`src/hdl/refsel_map.svh`:
```
// Register offsets, field positions, reset values and timing figures of the reference selector.
`ifndef REFSEL_MAP_SVH
`define REFSEL_MAP_SVH

// Byte offsets of the registers on the Avalon-MM slave.
`define OFF_CONTROL 8'h00
`define OFF_PRIORITY 8'h04
`define OFF_SLEW 8'h08
`define OFF_VALID_TIMER 8'h0C
`define OFF_STATUS 8'h10
`define OFF_BUILDOUT 8'h14

// Field positions in the control register.
`define CTL_MODE_LSB 0
`define CTL_MAN_SEL 2
`define CTL_PIN_CTRL 3
`define CTL_CANCEL_EN 4
`define CTL_SLEW_EN 5
`define CTL_XO_BYPASS 6
`define CTL_STAT_SEL_LSB 8

// Field positions in the priority, slew and validation timer registers.
`define PRI0_LSB 0
`define PRI1_LSB 4
`define SLEW_LIMIT_LSB 0
`define SLEW_TIMER_LSB 16
`define VT0_LSB 0
`define VT1_LSB 16

// Field positions in the status register.
`define ST_SEL 0
`define ST_ACTIVE 1
`define ST_HOLDOVER 2
`define ST_FREERUN 3
`define ST_XO_LOSS 4
`define ST_XO_VALID 5
`define ST_VALID0 6
`define ST_VALID1 7
`define ST_SLEWING 8

// Reset values of the writable registers.
`define RST_CONTROL 32'h0000_0000
`define RST_PRIORITY 32'h0000_0021
`define RST_SLEW 32'h000A_0010
`define RST_VALID_TIMER 32'h0064_0064

// Timing figures: core clock rate, microsecond tick and oscillator monitor window.
`define CLK_HZ 20000000
`define TICK_US 1
`define XO_MIN_HZ 9000000
`define XO_MAX_HZ 160000000
`define XO_PRESCALE 64
`define XO_GATE_US 1000

`endif

```
`src/hdl/refsel_pkg.sv`:
```
// Types shared by the reference selector and its helper modules.
package refsel_pkg;

    // Reference selection modes held in the control register.
    typedef enum logic [1:0] {
        MODE_AUTO_REV,
        MODE_AUTO_NONREV,
        MODE_MAN_FALLBACK,
        MODE_MAN_HOLDOVER
    } sel_mode_t;

    // Operating state of the DPLL as seen by the selector.
    typedef enum logic [1:0] {
        ST_FREERUN,
        ST_LOCKED,
        ST_HOLDOVER
    } pll_state_t;

    // State of one reference validation timer.
    typedef struct packed {
        logic [15:0] cnt;
        logic valid;
    } qual_state_t;

    // State of the oscillator coarse frequency monitor.
    typedef struct packed {
        logic [2:0] sync;
        logic lvl;
        logic [15:0] gate_cnt;
        logic [15:0] edge_cnt;
        logic loss;
    } xo_state_t;

    // Configuration carried from the register file into the selection logic.
    typedef struct packed {
        logic [31:0] control;
        logic [31:0] prio;
        logic [31:0] slew;
        logic [31:0] vtimer;
    } cfg_t;

    // State of the selector top level.
    typedef struct packed {
        cfg_t cfg;
        logic [2:0] pin_sync;
        logic pin_lvl;
        pll_state_t state;
        logic sel;
        logic switch_pulse;
        logic xo_valid;
        logic signed [15:0] buildout;
        logic [4:0] tick_cnt;
        logic [15:0] slew_cnt;
        logic waitreq;
        logic [31:0] rdata;
        logic [1:0] status_pin;
    } sel_state_t;

endpackage

```
`src/hdl/dpll_reference_selector.sv`:
```
// Reference selection, holdover control and phase build-out for one DPLL with two inputs.
`include "refsel_map.svh"

// Behaviour
// RULE_01 - Each input has priority 0 to 7; 0 never chosen, 1 most preferred. Manual modes still take a valid priority-0 input.
// RULE_02 - Equal priorities favour input zero over input one.
// RULE_03 - The multiplexer chooses between exactly two reference inputs.
// RULE_04 - Choice is automatic by priority, or manual by register or select pin.
// RULE_05 - Selected reference shows in a status register and on configurable status pins.
// RULE_06 - Auto revertive: always best valid input, switch at once to better one.
// RULE_07 - Auto non-revertive: keep current input until it turns invalid.
// RULE_08 - Manual modes take the reference from register or pin, as configured.
// RULE_09 - Manual fallback: manual while valid, else best valid, else holdover or free-run.
// RULE_10 - Manual holdover: manual while valid, else holdover or free-run, no other input.
// RULE_11 - Manual modes leave holdover once the selected reference is valid again.
// RULE_12 - Without hitless switching the phase step passes, smoothed only by the loop.
// RULE_13 - Cancellation without slew keeps the absorbed offset indefinitely as build-out.
// RULE_14 - Inputs count as frequency-locked at zero offset or integer-related frequencies.
// RULE_15 - Slew enabled removes build-out by at most step limit per timer interval.
// RULE_16 - Slew limits also apply on lock acquisition and unlocked-frequency switches.
// RULE_17 - Both functions off: offset passes to output at loop bandwidth rate.
// RULE_18 - The source keeps gaps within one divided reference period.
// RULE_19 - Software never enables ppm and phase-valid detectors on one input together.
// RULE_20 - Oscillator loss flag clears between 9 MHz and 160 MHz, set otherwise.
// RULE_21 - Bypass makes the control machine treat the oscillator as valid.
// RULE_22 - Bypass leaves the loss flag unchanged and visible in status and on pins.
// RULE_23 - An input is valid only after monitors stay clear for the validation time.
// RULE_24 - Selection is re-evaluated every cycle and changes at most once per cycle.
module dpll_reference_selector
    import refsel_pkg::*;
#(
    parameter int XO_GATE_CYCLES = `XO_GATE_US * (`CLK_HZ / 1000000)
) (
    input wire logic CLOCK_IN,
    input wire logic SYS_RST_IN,
    input wire logic [7:0] AVS_ADDRESS_IN,
    input wire logic AVS_READ_IN,
    input wire logic AVS_WRITE_IN,
    input wire logic [31:0] AVS_WRITEDATA_IN,
    input wire logic [3:0] AVS_BYTEENABLE_IN,
    output logic [31:0] AVS_READDATA_OUT,
    output logic AVS_WAITREQUEST_OUT,
    input wire logic REF0_MON_CLEAR_IN,
    input wire logic REF1_MON_CLEAR_IN,
    input wire logic FREQ_LOCKED_IN,
    input wire logic HISTORY_VALID_IN,
    input wire logic [15:0] PHASE_OFFSET_IN,
    input wire logic SEL_PIN_IN,
    input wire logic XO_TICK_IN,
    output logic SEL_REF_OUT,
    output logic REF_ACTIVE_OUT,
    output logic HOLDOVER_OUT,
    output logic FREERUN_OUT,
    output logic SWITCH_OUT,
    output logic XO_VALID_OUT,
    output logic [1:0] STATUS_PIN_OUT,
    output logic [15:0] PHASE_BUILDOUT_OUT
);

    // Cycles of the core clock in one microsecond tick.
    localparam int CYC_PER_US = `TICK_US * (`CLK_HZ / 1000000);
    localparam logic [4:0] TICK_LAST = 5'(CYC_PER_US - 1);

    sel_state_t r;
    sel_state_t next_r;
    logic tick_us;
    logic [1:0] ref_valid;
    logic xo_loss;

    // Microsecond enable pulse shared by the timers.
    assign tick_us = (r.tick_cnt == TICK_LAST);

    // Validation timers, one for each reference input.
    ref_qualifier u_qual0 (
        .clk_in(CLOCK_IN),
        .rst_in(SYS_RST_IN),
        .tick_us_in(tick_us),
        .flags_clear_in(REF0_MON_CLEAR_IN),
        .timer_us_in(r.cfg.vtimer[`VT0_LSB +: 16]),
        .valid_out(ref_valid[0])
    );

    ref_qualifier u_qual1 (
        .clk_in(CLOCK_IN),
        .rst_in(SYS_RST_IN),
        .tick_us_in(tick_us),
        .flags_clear_in(REF1_MON_CLEAR_IN),
        .timer_us_in(r.cfg.vtimer[`VT1_LSB +: 16]),
        .valid_out(ref_valid[1])
    );

    // Oscillator coarse frequency monitor.
    xo_freq_monitor #(
        .GATE_CYCLES(XO_GATE_CYCLES)
    ) u_xo_mon (
        .clk_in(CLOCK_IN),
        .rst_in(SYS_RST_IN),
        .xo_tick_in(XO_TICK_IN),
        .loss_out(xo_loss)
    );

    // Returns {found, index} of the best eligible input.
    function automatic logic [1:0] pick_best(input logic [1:0] valid, input logic [2:0] p0,
                                             input logic [2:0] p1);
        logic e0;
        logic e1;
        e0 = valid[0] && (p0 != 3'h0); // [RULE_01]
        e1 = valid[1] && (p1 != 3'h0); // [RULE_01]
        if (e0 && e1) begin
            pick_best = {1'b1, (p1 < p0)}; // [RULE_02]
        end else if (e0) begin
            pick_best = 2'b10;
        end else if (e1) begin
            pick_best = 2'b11;
        end else begin
            pick_best = 2'b00;
        end
    endfunction

    // Merges write data into a register under the byte enables.
    function automatic logic [31:0] merge(input logic [31:0] old, input logic [31:0] data,
                                          input logic [3:0] be);
        merge = old;
        for (int i = 0; i < 4; i++) begin
            if (be[i]) begin
                merge[i*8 +: 8] = data[i*8 +: 8];
            end
        end
    endfunction

    // Next state: register file, pin synchroniser, selection machine and phase build-out.
    always_comb begin
        logic [2:0] p0;
        logic [2:0] p1;
        logic man_sel;
        logic [1:0] best;
        logic [1:0] tgt;
        logic cur_ok;
        logic acq;
        logic slew_en;
        logic [15:0] step_lim;
        logic [15:0] step_tmr;
        logic signed [16:0] b17;
        logic signed [16:0] lim17;
        logic signed [16:0] nb;
        logic [31:0] status;
        sel_mode_t mode;
        p0 = 3'h0;
        p1 = 3'h0;
        man_sel = 1'b0;
        best = 2'b00;
        tgt = 2'b00;
        cur_ok = 1'b0;
        acq = 1'b0;
        slew_en = 1'b0;
        step_lim = 16'h0000;
        step_tmr = 16'h0000;
        b17 = 17'sh00000;
        lim17 = 17'sh00000;
        nb = 17'sh00000;
        status = 32'h0000_0000;
        mode = MODE_AUTO_REV;
        next_r = r;
        next_r.switch_pulse = 1'b0;

        // Microsecond divider.
        next_r.tick_cnt = tick_us ? 5'h00 : r.tick_cnt + 5'h01;

        // Select pin passes three flops; the level moves when the last two agree.
        next_r.pin_sync = {r.pin_sync[1:0], SEL_PIN_IN};
        if (r.pin_sync[1] == r.pin_sync[2]) begin
            next_r.pin_lvl = r.pin_sync[2];
        end

        // Decode configuration fields.
        mode = sel_mode_t'(r.cfg.control[`CTL_MODE_LSB +: 2]);
        p0 = r.cfg.prio[`PRI0_LSB +: 3];
        p1 = r.cfg.prio[`PRI1_LSB +: 3];
        slew_en = r.cfg.control[`CTL_SLEW_EN];
        step_lim = r.cfg.slew[`SLEW_LIMIT_LSB +: 16];
        step_tmr = r.cfg.slew[`SLEW_TIMER_LSB +: 16];
        man_sel = r.cfg.control[`CTL_PIN_CTRL] ? r.pin_lvl
                                               : r.cfg.control[`CTL_MAN_SEL]; // [RULE_08]

        // The oscillator counts as valid under bypass whatever the monitor says.
        next_r.xo_valid = r.cfg.control[`CTL_XO_BYPASS] || !xo_loss; // [RULE_21]

        // Candidate for this cycle, chosen afresh every cycle.
        best = pick_best(ref_valid, p0, p1); // [RULE_04]
        cur_ok = (r.state == ST_LOCKED) && ref_valid[r.sel]
                 && ((r.sel ? p1 : p0) != 3'h0);
        case (mode)
            MODE_AUTO_REV: begin
                tgt = best; // [RULE_06]
            end
            MODE_AUTO_NONREV: begin
                tgt = cur_ok ? {1'b1, r.sel} : best; // [RULE_07]
            end
            MODE_MAN_FALLBACK: begin
                if (ref_valid[man_sel]) begin
                    tgt = {1'b1, man_sel}; // [RULE_09] [RULE_11]
                end else begin
                    tgt = cur_ok ? {1'b1, r.sel} : best; // [RULE_09]
                end
            end
            MODE_MAN_HOLDOVER: begin
                tgt = ref_valid[man_sel] ? {1'b1, man_sel} : 2'b00; // [RULE_10] [RULE_11]
            end
            default: begin
                tgt = 2'b00;
            end
        endcase
        if (!r.xo_valid) begin
            tgt = 2'b00;
        end

        // Selection machine; at most one change of reference per cycle.
        case (r.state)
            ST_LOCKED: begin
                if (tgt[1]) begin
                    if (tgt[0] != r.sel) begin
                        next_r.sel = tgt[0]; // [RULE_03] [RULE_24]
                        next_r.switch_pulse = 1'b1;
                    end
                end else if (r.xo_valid && HISTORY_VALID_IN) begin
                    next_r.state = ST_HOLDOVER; // [RULE_09] [RULE_10]
                end else begin
                    next_r.state = ST_FREERUN; // [RULE_09] [RULE_10]
                end
            end
            ST_HOLDOVER: begin
                if (!r.xo_valid) begin
                    next_r.state = ST_FREERUN;
                end else if (tgt[1]) begin
                    next_r.state = ST_LOCKED; // [RULE_11]
                    next_r.sel = tgt[0];
                    next_r.switch_pulse = 1'b1;
                    acq = 1'b1;
                end
            end
            default: begin
                if (tgt[1]) begin
                    next_r.state = ST_LOCKED;
                    next_r.sel = tgt[0];
                    next_r.switch_pulse = 1'b1;
                    acq = 1'b1;
                end
            end
        endcase

        // Phase build-out at a switch or at lock acquisition.
        if (next_r.switch_pulse) begin
            next_r.slew_cnt = 16'h0000;
            if (!acq && r.cfg.control[`CTL_CANCEL_EN] && FREQ_LOCKED_IN) begin
                next_r.buildout = PHASE_OFFSET_IN; // [RULE_13] [RULE_14]
            end else if (slew_en) begin
                next_r.buildout = PHASE_OFFSET_IN; // [RULE_16]
            end else begin
                next_r.buildout = 16'sh0000; // [RULE_12] [RULE_17]
            end
        end else if (slew_en && r.buildout != 16'sh0000 && tick_us) begin
            // Remove the build-out by bounded steps, one per timer interval.
            if (r.slew_cnt + 16'h0001 >= step_tmr) begin
                next_r.slew_cnt = 16'h0000;
                b17 = {r.buildout[15], r.buildout};
                lim17 = {1'b0, step_lim};
                if (b17 > lim17) begin
                    nb = b17 - lim17; // [RULE_15]
                end else if (b17 < -lim17) begin
                    nb = b17 + lim17; // [RULE_15]
                end else begin
                    nb = 17'sh00000;
                end
                next_r.buildout = nb[15:0];
            end else begin
                next_r.slew_cnt = r.slew_cnt + 16'h0001;
            end
        end

        // Status word; the loss flag is shown as measured, bypass or not.
        status[`ST_SEL] = r.sel; // [RULE_05]
        status[`ST_ACTIVE] = (r.state == ST_LOCKED);
        status[`ST_HOLDOVER] = (r.state == ST_HOLDOVER);
        status[`ST_FREERUN] = (r.state == ST_FREERUN);
        status[`ST_XO_LOSS] = xo_loss; // [RULE_22]
        status[`ST_XO_VALID] = r.xo_valid;
        status[`ST_VALID0] = ref_valid[0];
        status[`ST_VALID1] = ref_valid[1];
        status[`ST_SLEWING] = slew_en && (r.buildout != 16'sh0000);

        // Status pins carry the group picked in the control register.
        case (r.cfg.control[`CTL_STAT_SEL_LSB +: 2])
            2'h0: next_r.status_pin = {r.sel, r.state == ST_LOCKED}; // [RULE_05]
            2'h1: next_r.status_pin = {r.xo_valid, xo_loss}; // [RULE_22]
            2'h2: next_r.status_pin = ref_valid;
            default: next_r.status_pin = {r.state == ST_FREERUN, r.state == ST_HOLDOVER};
        endcase

        // Avalon slave: waitrequest drops for one cycle; a write lands at that edge.
        if (r.waitreq) begin
            if (AVS_READ_IN || AVS_WRITE_IN) begin
                next_r.waitreq = 1'b0;
                if (AVS_ADDRESS_IN == `OFF_CONTROL) begin
                    next_r.rdata = r.cfg.control;
                end else if (AVS_ADDRESS_IN == `OFF_PRIORITY) begin
                    next_r.rdata = r.cfg.prio;
                end else if (AVS_ADDRESS_IN == `OFF_SLEW) begin
                    next_r.rdata = r.cfg.slew;
                end else if (AVS_ADDRESS_IN == `OFF_VALID_TIMER) begin
                    next_r.rdata = r.cfg.vtimer;
                end else if (AVS_ADDRESS_IN == `OFF_STATUS) begin
                    next_r.rdata = status;
                end else if (AVS_ADDRESS_IN == `OFF_BUILDOUT) begin
                    next_r.rdata = {{16{r.buildout[15]}}, r.buildout};
                end else begin
                    next_r.rdata = 32'h0000_0000;
                end
            end
        end else begin
            next_r.waitreq = 1'b1;
            if (AVS_WRITE_IN) begin
                if (AVS_ADDRESS_IN == `OFF_CONTROL) begin
                    next_r.cfg.control = merge(r.cfg.control, AVS_WRITEDATA_IN,
                                               AVS_BYTEENABLE_IN) & 32'h0000_037F;
                end else if (AVS_ADDRESS_IN == `OFF_PRIORITY) begin
                    next_r.cfg.prio = merge(r.cfg.prio, AVS_WRITEDATA_IN,
                                            AVS_BYTEENABLE_IN) & 32'h0000_0077; // [RULE_01]
                end else if (AVS_ADDRESS_IN == `OFF_SLEW) begin
                    next_r.cfg.slew = merge(r.cfg.slew, AVS_WRITEDATA_IN, AVS_BYTEENABLE_IN);
                end else if (AVS_ADDRESS_IN == `OFF_VALID_TIMER) begin
                    next_r.cfg.vtimer = merge(r.cfg.vtimer, AVS_WRITEDATA_IN,
                                              AVS_BYTEENABLE_IN);
                end
            end
        end
    end

    // State register with documented reset values.
    always_ff @(posedge CLOCK_IN) begin
        if (SYS_RST_IN) begin
            r <= '0;
            r.cfg.control <= `RST_CONTROL;
            r.cfg.prio <= `RST_PRIORITY;
            r.cfg.slew <= `RST_SLEW;
            r.cfg.vtimer <= `RST_VALID_TIMER;
            r.state <= ST_FREERUN;
            r.waitreq <= 1'b1;
        end else begin
            r <= next_r;
        end
    end

    // Outputs straight from the state register.
    assign AVS_READDATA_OUT = r.rdata;
    assign AVS_WAITREQUEST_OUT = r.waitreq;
    assign SEL_REF_OUT = r.sel;
    assign REF_ACTIVE_OUT = (r.state == ST_LOCKED);
    assign HOLDOVER_OUT = (r.state == ST_HOLDOVER);
    assign FREERUN_OUT = (r.state == ST_FREERUN);
    assign SWITCH_OUT = r.switch_pulse;
    assign XO_VALID_OUT = r.xo_valid;
    assign STATUS_PIN_OUT = r.status_pin;
    assign PHASE_BUILDOUT_OUT = r.buildout;

endmodule // dpll_reference_selector

```
`src/hdl/ref_qualifier.sv`:
```
// Validation timer that qualifies one reference once its monitors stay clear long enough.
module ref_qualifier
    import refsel_pkg::*;
(
    input wire logic clk_in,
    input wire logic rst_in,
    input wire logic tick_us_in,
    input wire logic flags_clear_in,
    input wire logic [15:0] timer_us_in,
    output logic valid_out
);

    qual_state_t r;
    qual_state_t next_r;

    // Any flag restarts the wait; the input turns valid after the programmed clear time.
    always_comb begin
        next_r = r;
        if (!flags_clear_in) begin
            next_r.cnt = 16'h0000; // [RULE_23]
            next_r.valid = 1'b0;
        end else if (!r.valid) begin
            if (r.cnt >= timer_us_in) begin
                next_r.valid = 1'b1; // [RULE_23]
            end else if (tick_us_in) begin
                next_r.cnt = r.cnt + 16'h0001;
            end
        end
    end

    // State register.
    always_ff @(posedge clk_in) begin
        if (rst_in) begin
            r <= '0;
        end else begin
            r <= next_r;
        end
    end

    assign valid_out = r.valid;

endmodule // ref_qualifier

```
`src/hdl/xo_freq_monitor.sv`:
```
// Coarse frequency monitor for the prescaled oscillator input.
`include "refsel_map.svh"
module xo_freq_monitor
    import refsel_pkg::*;
#(
    parameter int GATE_CYCLES = 20000
) (
    input wire logic clk_in,
    input wire logic rst_in,
    input wire logic xo_tick_in,
    output logic loss_out
);

    // Edge counts in one window that bound the accepted oscillator band.
    localparam longint MIN_CNT_L = longint'(`XO_MIN_HZ) / `XO_PRESCALE * GATE_CYCLES / `CLK_HZ;
    localparam longint MAX_CNT_L = longint'(`XO_MAX_HZ) / `XO_PRESCALE * GATE_CYCLES / `CLK_HZ;
    localparam logic [15:0] MIN_CNT = 16'(MIN_CNT_L);
    localparam logic [15:0] MAX_CNT = 16'(MAX_CNT_L);
    localparam logic [15:0] GATE_LAST = 16'(GATE_CYCLES - 1);

    xo_state_t r;
    xo_state_t next_r;

    // Synchronise the pin, count accepted rising edges and judge the band at window end.
    always_comb begin
        next_r = r;
        next_r.sync = {r.sync[1:0], xo_tick_in};
        if (r.sync[1] == r.sync[2] && r.sync[2] != r.lvl) begin
            next_r.lvl = r.sync[2];
            if (r.sync[2] && r.edge_cnt != 16'hFFFF) begin
                next_r.edge_cnt = r.edge_cnt + 16'h0001;
            end
        end
        if (r.gate_cnt == GATE_LAST) begin
            next_r.gate_cnt = 16'h0000;
            next_r.edge_cnt = 16'h0000;
            next_r.loss = !(r.edge_cnt >= MIN_CNT && r.edge_cnt <= MAX_CNT); // [RULE_20]
        end else begin
            next_r.gate_cnt = r.gate_cnt + 16'h0001;
        end
    end

    // State register; the flag reports loss until the first window has been judged.
    always_ff @(posedge clk_in) begin
        if (rst_in) begin
            r <= '0;
            r.loss <= 1'b1;
        end else begin
            r <= next_r;
        end
    end

    assign loss_out = r.loss;

endmodule // xo_freq_monitor

```
`config.mk`:
```
export PLATFORM = sky130hd
export DESIGN_NAME = dpll_reference_selector
export DESIGN_NICKNAME = d
export VERILOG_FILES = /design/src/hdl/refsel_pkg.sv /design/src/hdl/dpll_reference_selector.sv /design/src/hdl/ref_qualifier.sv /design/src/hdl/xo_freq_monitor.sv
export VERILOG_INCLUDE_DIRS = /design/src /design/src/hdl
export SDC_FILE = /design/constraint.sdc
export NUM_CORES = 1
export LEC_CHECK = 0
export BUFFER_PORTS_ARGS = -buffer_cell sky130_fd_sc_hd__buf_2
export CAP_MARGIN = 30
export CELL_PAD_IN_SITES_DETAIL_PLACEMENT = 0
export CELL_PAD_IN_SITES_GLOBAL_PLACEMENT = 2
export CORE_MARGIN = 2
export CORE_UTILIZATION = 39
export DETAILED_ROUTE_END_ITERATION = 8
export HOLD_SLACK_MARGIN = 0.08
export PLACE_DENSITY = 0.9
export SETUP_SLACK_MARGIN = 0.2
export SLEW_MARGIN = 20
export SYNTH_ARGS = -nofsm -noshare
export SYNTH_HDL_FRONTEND = slang
export SYNTH_SLANG_ARGS = --single-unit
```
`constraint.sdc`:
```
create_clock -name CLOCK_IN -period 7.45 [get_ports CLOCK_IN]
set_input_delay 1.1175 -clock CLOCK_IN [delete_from_list [all_inputs] [get_ports CLOCK_IN]]
set_output_delay 1.1175 -clock CLOCK_IN [all_outputs]
set_load 0.01 [all_outputs]
```
After elaboration in Yosys (flattened, before gate mapping)
Cells that the tools add are included.

storage, ports and cells
  register bits after elaboration = 231
  word-level logic and storage cells = 180
  bits of input ports = 70
  output and inout port bits = 57

operators by class
  reductions and logical operators = 51
  $lt $le $gt $ge = 10
  multiplexer cells = 45
  bitwise operators = 10
  $add $sub $neg = 9
  equal/unequal tests = 23

operators by type and width
  cell                     number
  $mux W32                 6
  $mux W16                 8
  $add A16 B1 Y16 const B  5
  $ge A16 B16 Y1           3
  $mux W33                 1
  $reduce_and A7 Y1        4
  $mux W2                  13
  $reduce_and A6 Y1        4
  $gt A16 B17 Y1           1
  $lt A16 B17 Y1           1
  $neg A16 Y17             1
  $add A16 B16 Y16         1
  $eq A16 B15 Y1 const B   1
  $eq A8 B4 Y1 const B     2
  $eq A8 B5 Y1 const B     2
  $ge A16 B8 Y1 const B    1
  $le A16 B12 Y1 const B   1
  $ne A16 B16 Y1 const B   1
  $reduce_bool A16 Y1      1
  $sub A16 B16 Y16         1
  $logic_and A1 B1 Y1      13
  $reduce_or A2 Y1         6
  $mux W1                  11
  $not A1 Y1               10
  27 further kinds         50

Logic depth before layout (Yosys ltp)
  word-level depth = 17
  mapped depth = 19
  gate-level depth less buffers = 16

Hierarchy
A second synthesis with hierarchy kept.

second synthesis, totals
  cells, all modules = 1834
  area total of the unflattened synthesis = 14654.1 µm²

modules (own cells, without submodules)
  module                   area each (µm²)  seq. area each (µm²)  instances  cells an instance
  dpll_reference_selector  10344.9          3203.1                1          1327
  ref_qualifier            1203.7           340.3                 2          146
  xo_freq_monitor          1901.8           740.7                 1          215

Worst setup path after synthesis
No wires, ideal clock.

  path type = register to register
  start point = reg r[35] in the netlist's numbering
  end point = reg r (netlist bit PHASE_BUILDOUT_OUT[13])
  stages on the path, launching flop included = 17
  path slack = 3.435 ns
  required time = 7.381 ns
  library setup time = 0.069 ns
  period minus slack after synthesis = 4.015 ns
  buffers on the path = 2
  arrival = 3.946 ns
  cells stage by stage = dfxtp_1 > ha_1 > nand3_1 > nor3_1 > and3_1 > and3_1 > nand3_1 > xnor2_1 > ha_1 > o2111ai_1 > o21ai_0 > or4b_4 > buf_6 > or3_4 > buf_6 > o221a_1 > o21ai_1

between the ends
  cells in the longest elaborated chain, start to end = 4

ends and longest elaborated chain
  element                              line                            text
  start: declaration                   dpll_reference_selector.sv:64   sel_state_t r;
  start signal: assignment             dpll_reference_selector.sv:349  r <= next_r;
  $add A16 B1 Y16                      dpll_reference_selector.sv:263  if (r.slew_cnt + 16'h0001 >= step_tmr) begin
  $ge A16 B16 Y1                       dpll_reference_selector.sv:263
  $reduce_bool A2 Y1 (no source line)  n/a
  $reduce_and A2 Y1 (no source line)   n/a

No other way between the ends.
A chain may end at the register's enable or synchronous reset.

Final worst setup path
  start point = reg r[115] in the netlist's numbering
  end point = reg r (netlist bit PHASE_BUILDOUT_OUT[13])

between the ends
  cells in the longest elaborated chain, start to end = 7
  elaborated cells on any way between the ends = 10
  those cells by class = add/sub (3); order compare (2); mux (5)

ends and longest elaborated chain
  element         line                            text
  $neg A16 Y17    dpll_reference_selector.sv:269  end else if (b17 < -lim17) begin
  $lt A16 B17 Y1  dpll_reference_selector.sv:269
  $mux W16        dpll_reference_selector.sv:269
  $mux W16 (*)    dpll_reference_selector.sv:267  if (b17 > lim17) begin
  $mux W16 (*)    dpll_reference_selector.sv:263
  $mux W16 (*)    dpll_reference_selector.sv:261  end else if (slew_en && r.buildout != 16'sh0000 && tick_us) begin
  $mux W16 (*)    dpll_reference_selector.sv:252  if (next_r.switch_pulse) begin

Mark *: on every way between the ends. The rest lies on a longest branch, timed or not. The select of a mux whose other input is x is not followed.

==> metrics.md <==
| Metric | Value |
|---|---|
| Critical Path Slowest Stage Cell | a211oi_1 |
| Die area | 38,400 sq um |
| Final worst path period need | 4710 ps |
| Leakage power | 6.48 nW |
| Clock Tree Buf Depth | 3 |
| Vias per cell | 5.65 |
| Clock Sinks | around 230 |
| Clock skew | 6.71 ps |
| Resize count post-CTS | 0 |
| Worst-path fanout max | 9 |
| # setup viols final | 0 |
| Worst EP required | 7950 ps |
| Synth Register Bits | 231 |
| CP Cell Sequence | nor2_1, nand3_1, or3_1, nor4_1, nand2_1, nor4_1, xnor2_1, ha_1, a21o_1, a2111oi_0, o21ai_0, a211oi_1, inv_1, nor3_2, a221oi_1, o21ai_1 |
| Cts bufs inserted | 28 |
| CTS tree | yes |
| Peak supply drop | about 0.00015 V |
| Slew Viols, Final | 0 |
| Fin. Hold Viols | 0 |
| Io pins | 127 |
| Htree depth | 1 |
| Max incr delay on CP | 650 ps |
| Drt first-iter violations | between 900 and 1,000 |
| WL/cell | about 19 microns |
| Grt total ovfl | 0 |
| Commonest cells after routing, fill and taps aside | dfxtp_1 (231), nand2_1 (229), a21oi_1 (178), nor2_1 (146), buf_2 (126) |
| Max_cap viols | 0 |
| Hold Buf Count CTS | 0 |
| Die extent in y | 196 microns |
| R2R Setup Slk | 2740 ps |
| Antenna diodes | 0 |
| Initial antenna violation count | 1 |
| Syn Std Cell Area | 14,400 sq um |
| Buffers on Ports | 126 |
| Tightest Pin Transition | 926 ps |
| Async SR Flop Fraction | 0 |
| Post-route ant nets | 0 |
| DP HPWL | approximately 33 mm |
| Slew headroom | 0.382 |
| Area growth, synth to finish | 10.6% |
| Mapped Nets | 2,010 |
| Die width | 196 microns |
| Ys Warns | 0 |
| CTS root buffer | clkbuf_16 |
| Critical Path Sink Type | register |
| Post-synthesis sequential area ratio | 0.322 |
| Reg clk slew, reported paths | 60 ps |
| Design Power | 0.00334 W |
| Synth Area per Inst | 7.85 sq um |
| EDFF count, synth | 0 |
| Hold path depth | 2 |
| Critical Path Source Type | register |
| Worst setup path class | register to register |
| TNS Setup | 0 ps |
| Row count | 70 |
| RSZ-0062 raised after global routing | no |
| Cells after Synth | 1,828 |
| First-pass GRT wire length | roughly 70 mm |
| Drt first pass iters | 9 |
| Layout cell share with drive strength beyond 1 | 0.111 |
| Distinct cells, synth | 79 |
| Largest net degree at the start of global routing | 76 |
| Reg-to-Reg End | PHASE_BUILDOUT_OUT[13] |
| FMAX | 0.213 GHz |
| Pwr/cell area | between 200 and 250 nW/um^2 |
| Post-Route WL | 44.2 mm |
| Total GRT Usage | 0.226 |
| CP most frequent cell | nor4_1 |
| Drc violations | 0 |
| Worst reg-to-reg path cell count | 16 |
| Status | completed |
| Core area | 36,400 sq um |
| Critical path endpoint | PHASE_BUILDOUT_OUT[13] |
| R2r startpoint | r[115] |
| Global placement routability congestion | 0.906 |
| Setup crit start | r[115] |
| Worst-Skew Late Latency | 570 ps |
| Vias after detailed routing | approximately 13,000 |
| Critical path arrival | 5200 ps |
| Setup repair bufs after CTS | 0 |
| Commonest non-fill, non-tap cell in the layout | dfxtp_1 |
| Synth Flop Type | dfxtp_1 |
| Fin crit share | 0.632 |
| Vias in the first global route | between 10,000 and 15,000 |
| Hold crit path type | register to register |
| Fill cells | ~3,800 |
| Initial Util | 0.394 |
| Final #Nets | 2,041 |
synthesized netlist by cell type, drive strengths merged (25+ instances only):
cell    count  area, sq um
dfxtp     231         4620
nand4      36          225
inv       109          409
o21ai      90          473
xor2       30          263
mux2i      33          330
nand2     229          860
a21oi     180          901
nand3      70          350
clkbuf     81          304
nor3       33          170
nand2b     29          181
and3       28          175
nor2      146          548
ha        110         1380
xnor2      25          219
buf        57          417
metal layers:
layer,global-route usage,part of all wire,vias to the layer above
met3,0.0321,0.060,59
met5,0,0.00016,-
met1,0.321,0.47,6301
met4,0.0530,0.022,2
met2,0.363,0.45,381
li1,-,-,6516
kinds of logic (layout without fill, tap and decap cells):
family | Yosys count | count (layout) | share of synthesized area
buffers and inverters | 247 | 296 | 0.0787
adder cells (fa/ha/maj) | 113 | 113 | 0.0993
AO/OA/AOI/OAI | 476 | 476 | 0.216
flip-flops | 231 | 231 | 0.322
XOR/XNOR | 55 | 55 | 0.0336
AND/OR/NAND/NOR | 670 | 670 | 0.223
multiplexers | 36 | 36 | 0.0272
worst min path at each step:
stage	start	end	slack, ps
after floorplan	next_r[79]	next_r[80]	410
after global placement	u_xo_mon.next_r[35]	u_xo_mon.next_r[36]	430
after detailed placement	r[95]	r[95]	440
after CTS	r[94]	r[94]	450
after global routing	r[94]	r[94]	470
final	AVS_READDATA_OUT[22]	AVS_READDATA_OUT[22]	450
worst max-delay path, delay by kind of cell, from the launching register on:
family,cells,cell delay (ps)
buf+inv,1,280
compound gates,6,1640
xor+xnor,1,110
simple gates,7,2040
fa+ha+maj,1,190
flops,1,390
state kept, by name (all words and copies together), names as in the netlist:
register             flops
AVS_READDATA_OUT        32
AVS_WAITREQUEST_OUT      1
PHASE_BUILDOUT_OUT      16
SEL_REF_OUT              1
STATUS_PIN_OUT           2
SWITCH_OUT               1
XO_VALID_OUT             1
next_r                   2
r                      104
u_qual0.r               16
u_qual0.valid_out        1
u_qual1.r               16
u_qual1.valid_out        1
u_xo_mon.loss_out        1
u_xo_mon.next_r          2
u_xo_mon.r              34
through the flow:
stage | std cells | setup slack, ps | cell area (sq um) | utilization | hold WS (ps)
final | 2345 | 2740 | 15900 | 0.436 | 452
after CTS | 2344 | 2770 | 15900 | 0.436 | 451
after floorplan | 1828 | 3430 | 14400 | - | 414
after global placement | 2296 | 2910 | 15000 | 0.411 | 434
after detailed placement | 2296 | 2800 | 15000 | 0.411 | 445
after global routing | 2345 | 2160 | 15900 | 0.436 | 468
power breakdown:
part	leakage, nW	switching, W	total, W	internal (W)
clock network	0.444	0.000552	0.00136	0.000810
logic	4.17	0.000386	0.000626	0.000240
registers	1.87	0.0000805	0.00135	0.00127
area by class of cell:
type / instances / area [sq um] / share of cell area
clock inverters: 3 / 51.3 / 0.00323
well taps: 468 / 586 / 0.0369
repair buffers: 139 / 728 / 0.0458
multi-input cells: 1350 / 8630 / 0.543
clock buffers: 45 / 855 / 0.0538
inverters: 109 / 409 / 0.0258
flip-flops and latches: 231 / 4620 / 0.291
No activity file was read; power rests on OpenSTA's default activity.
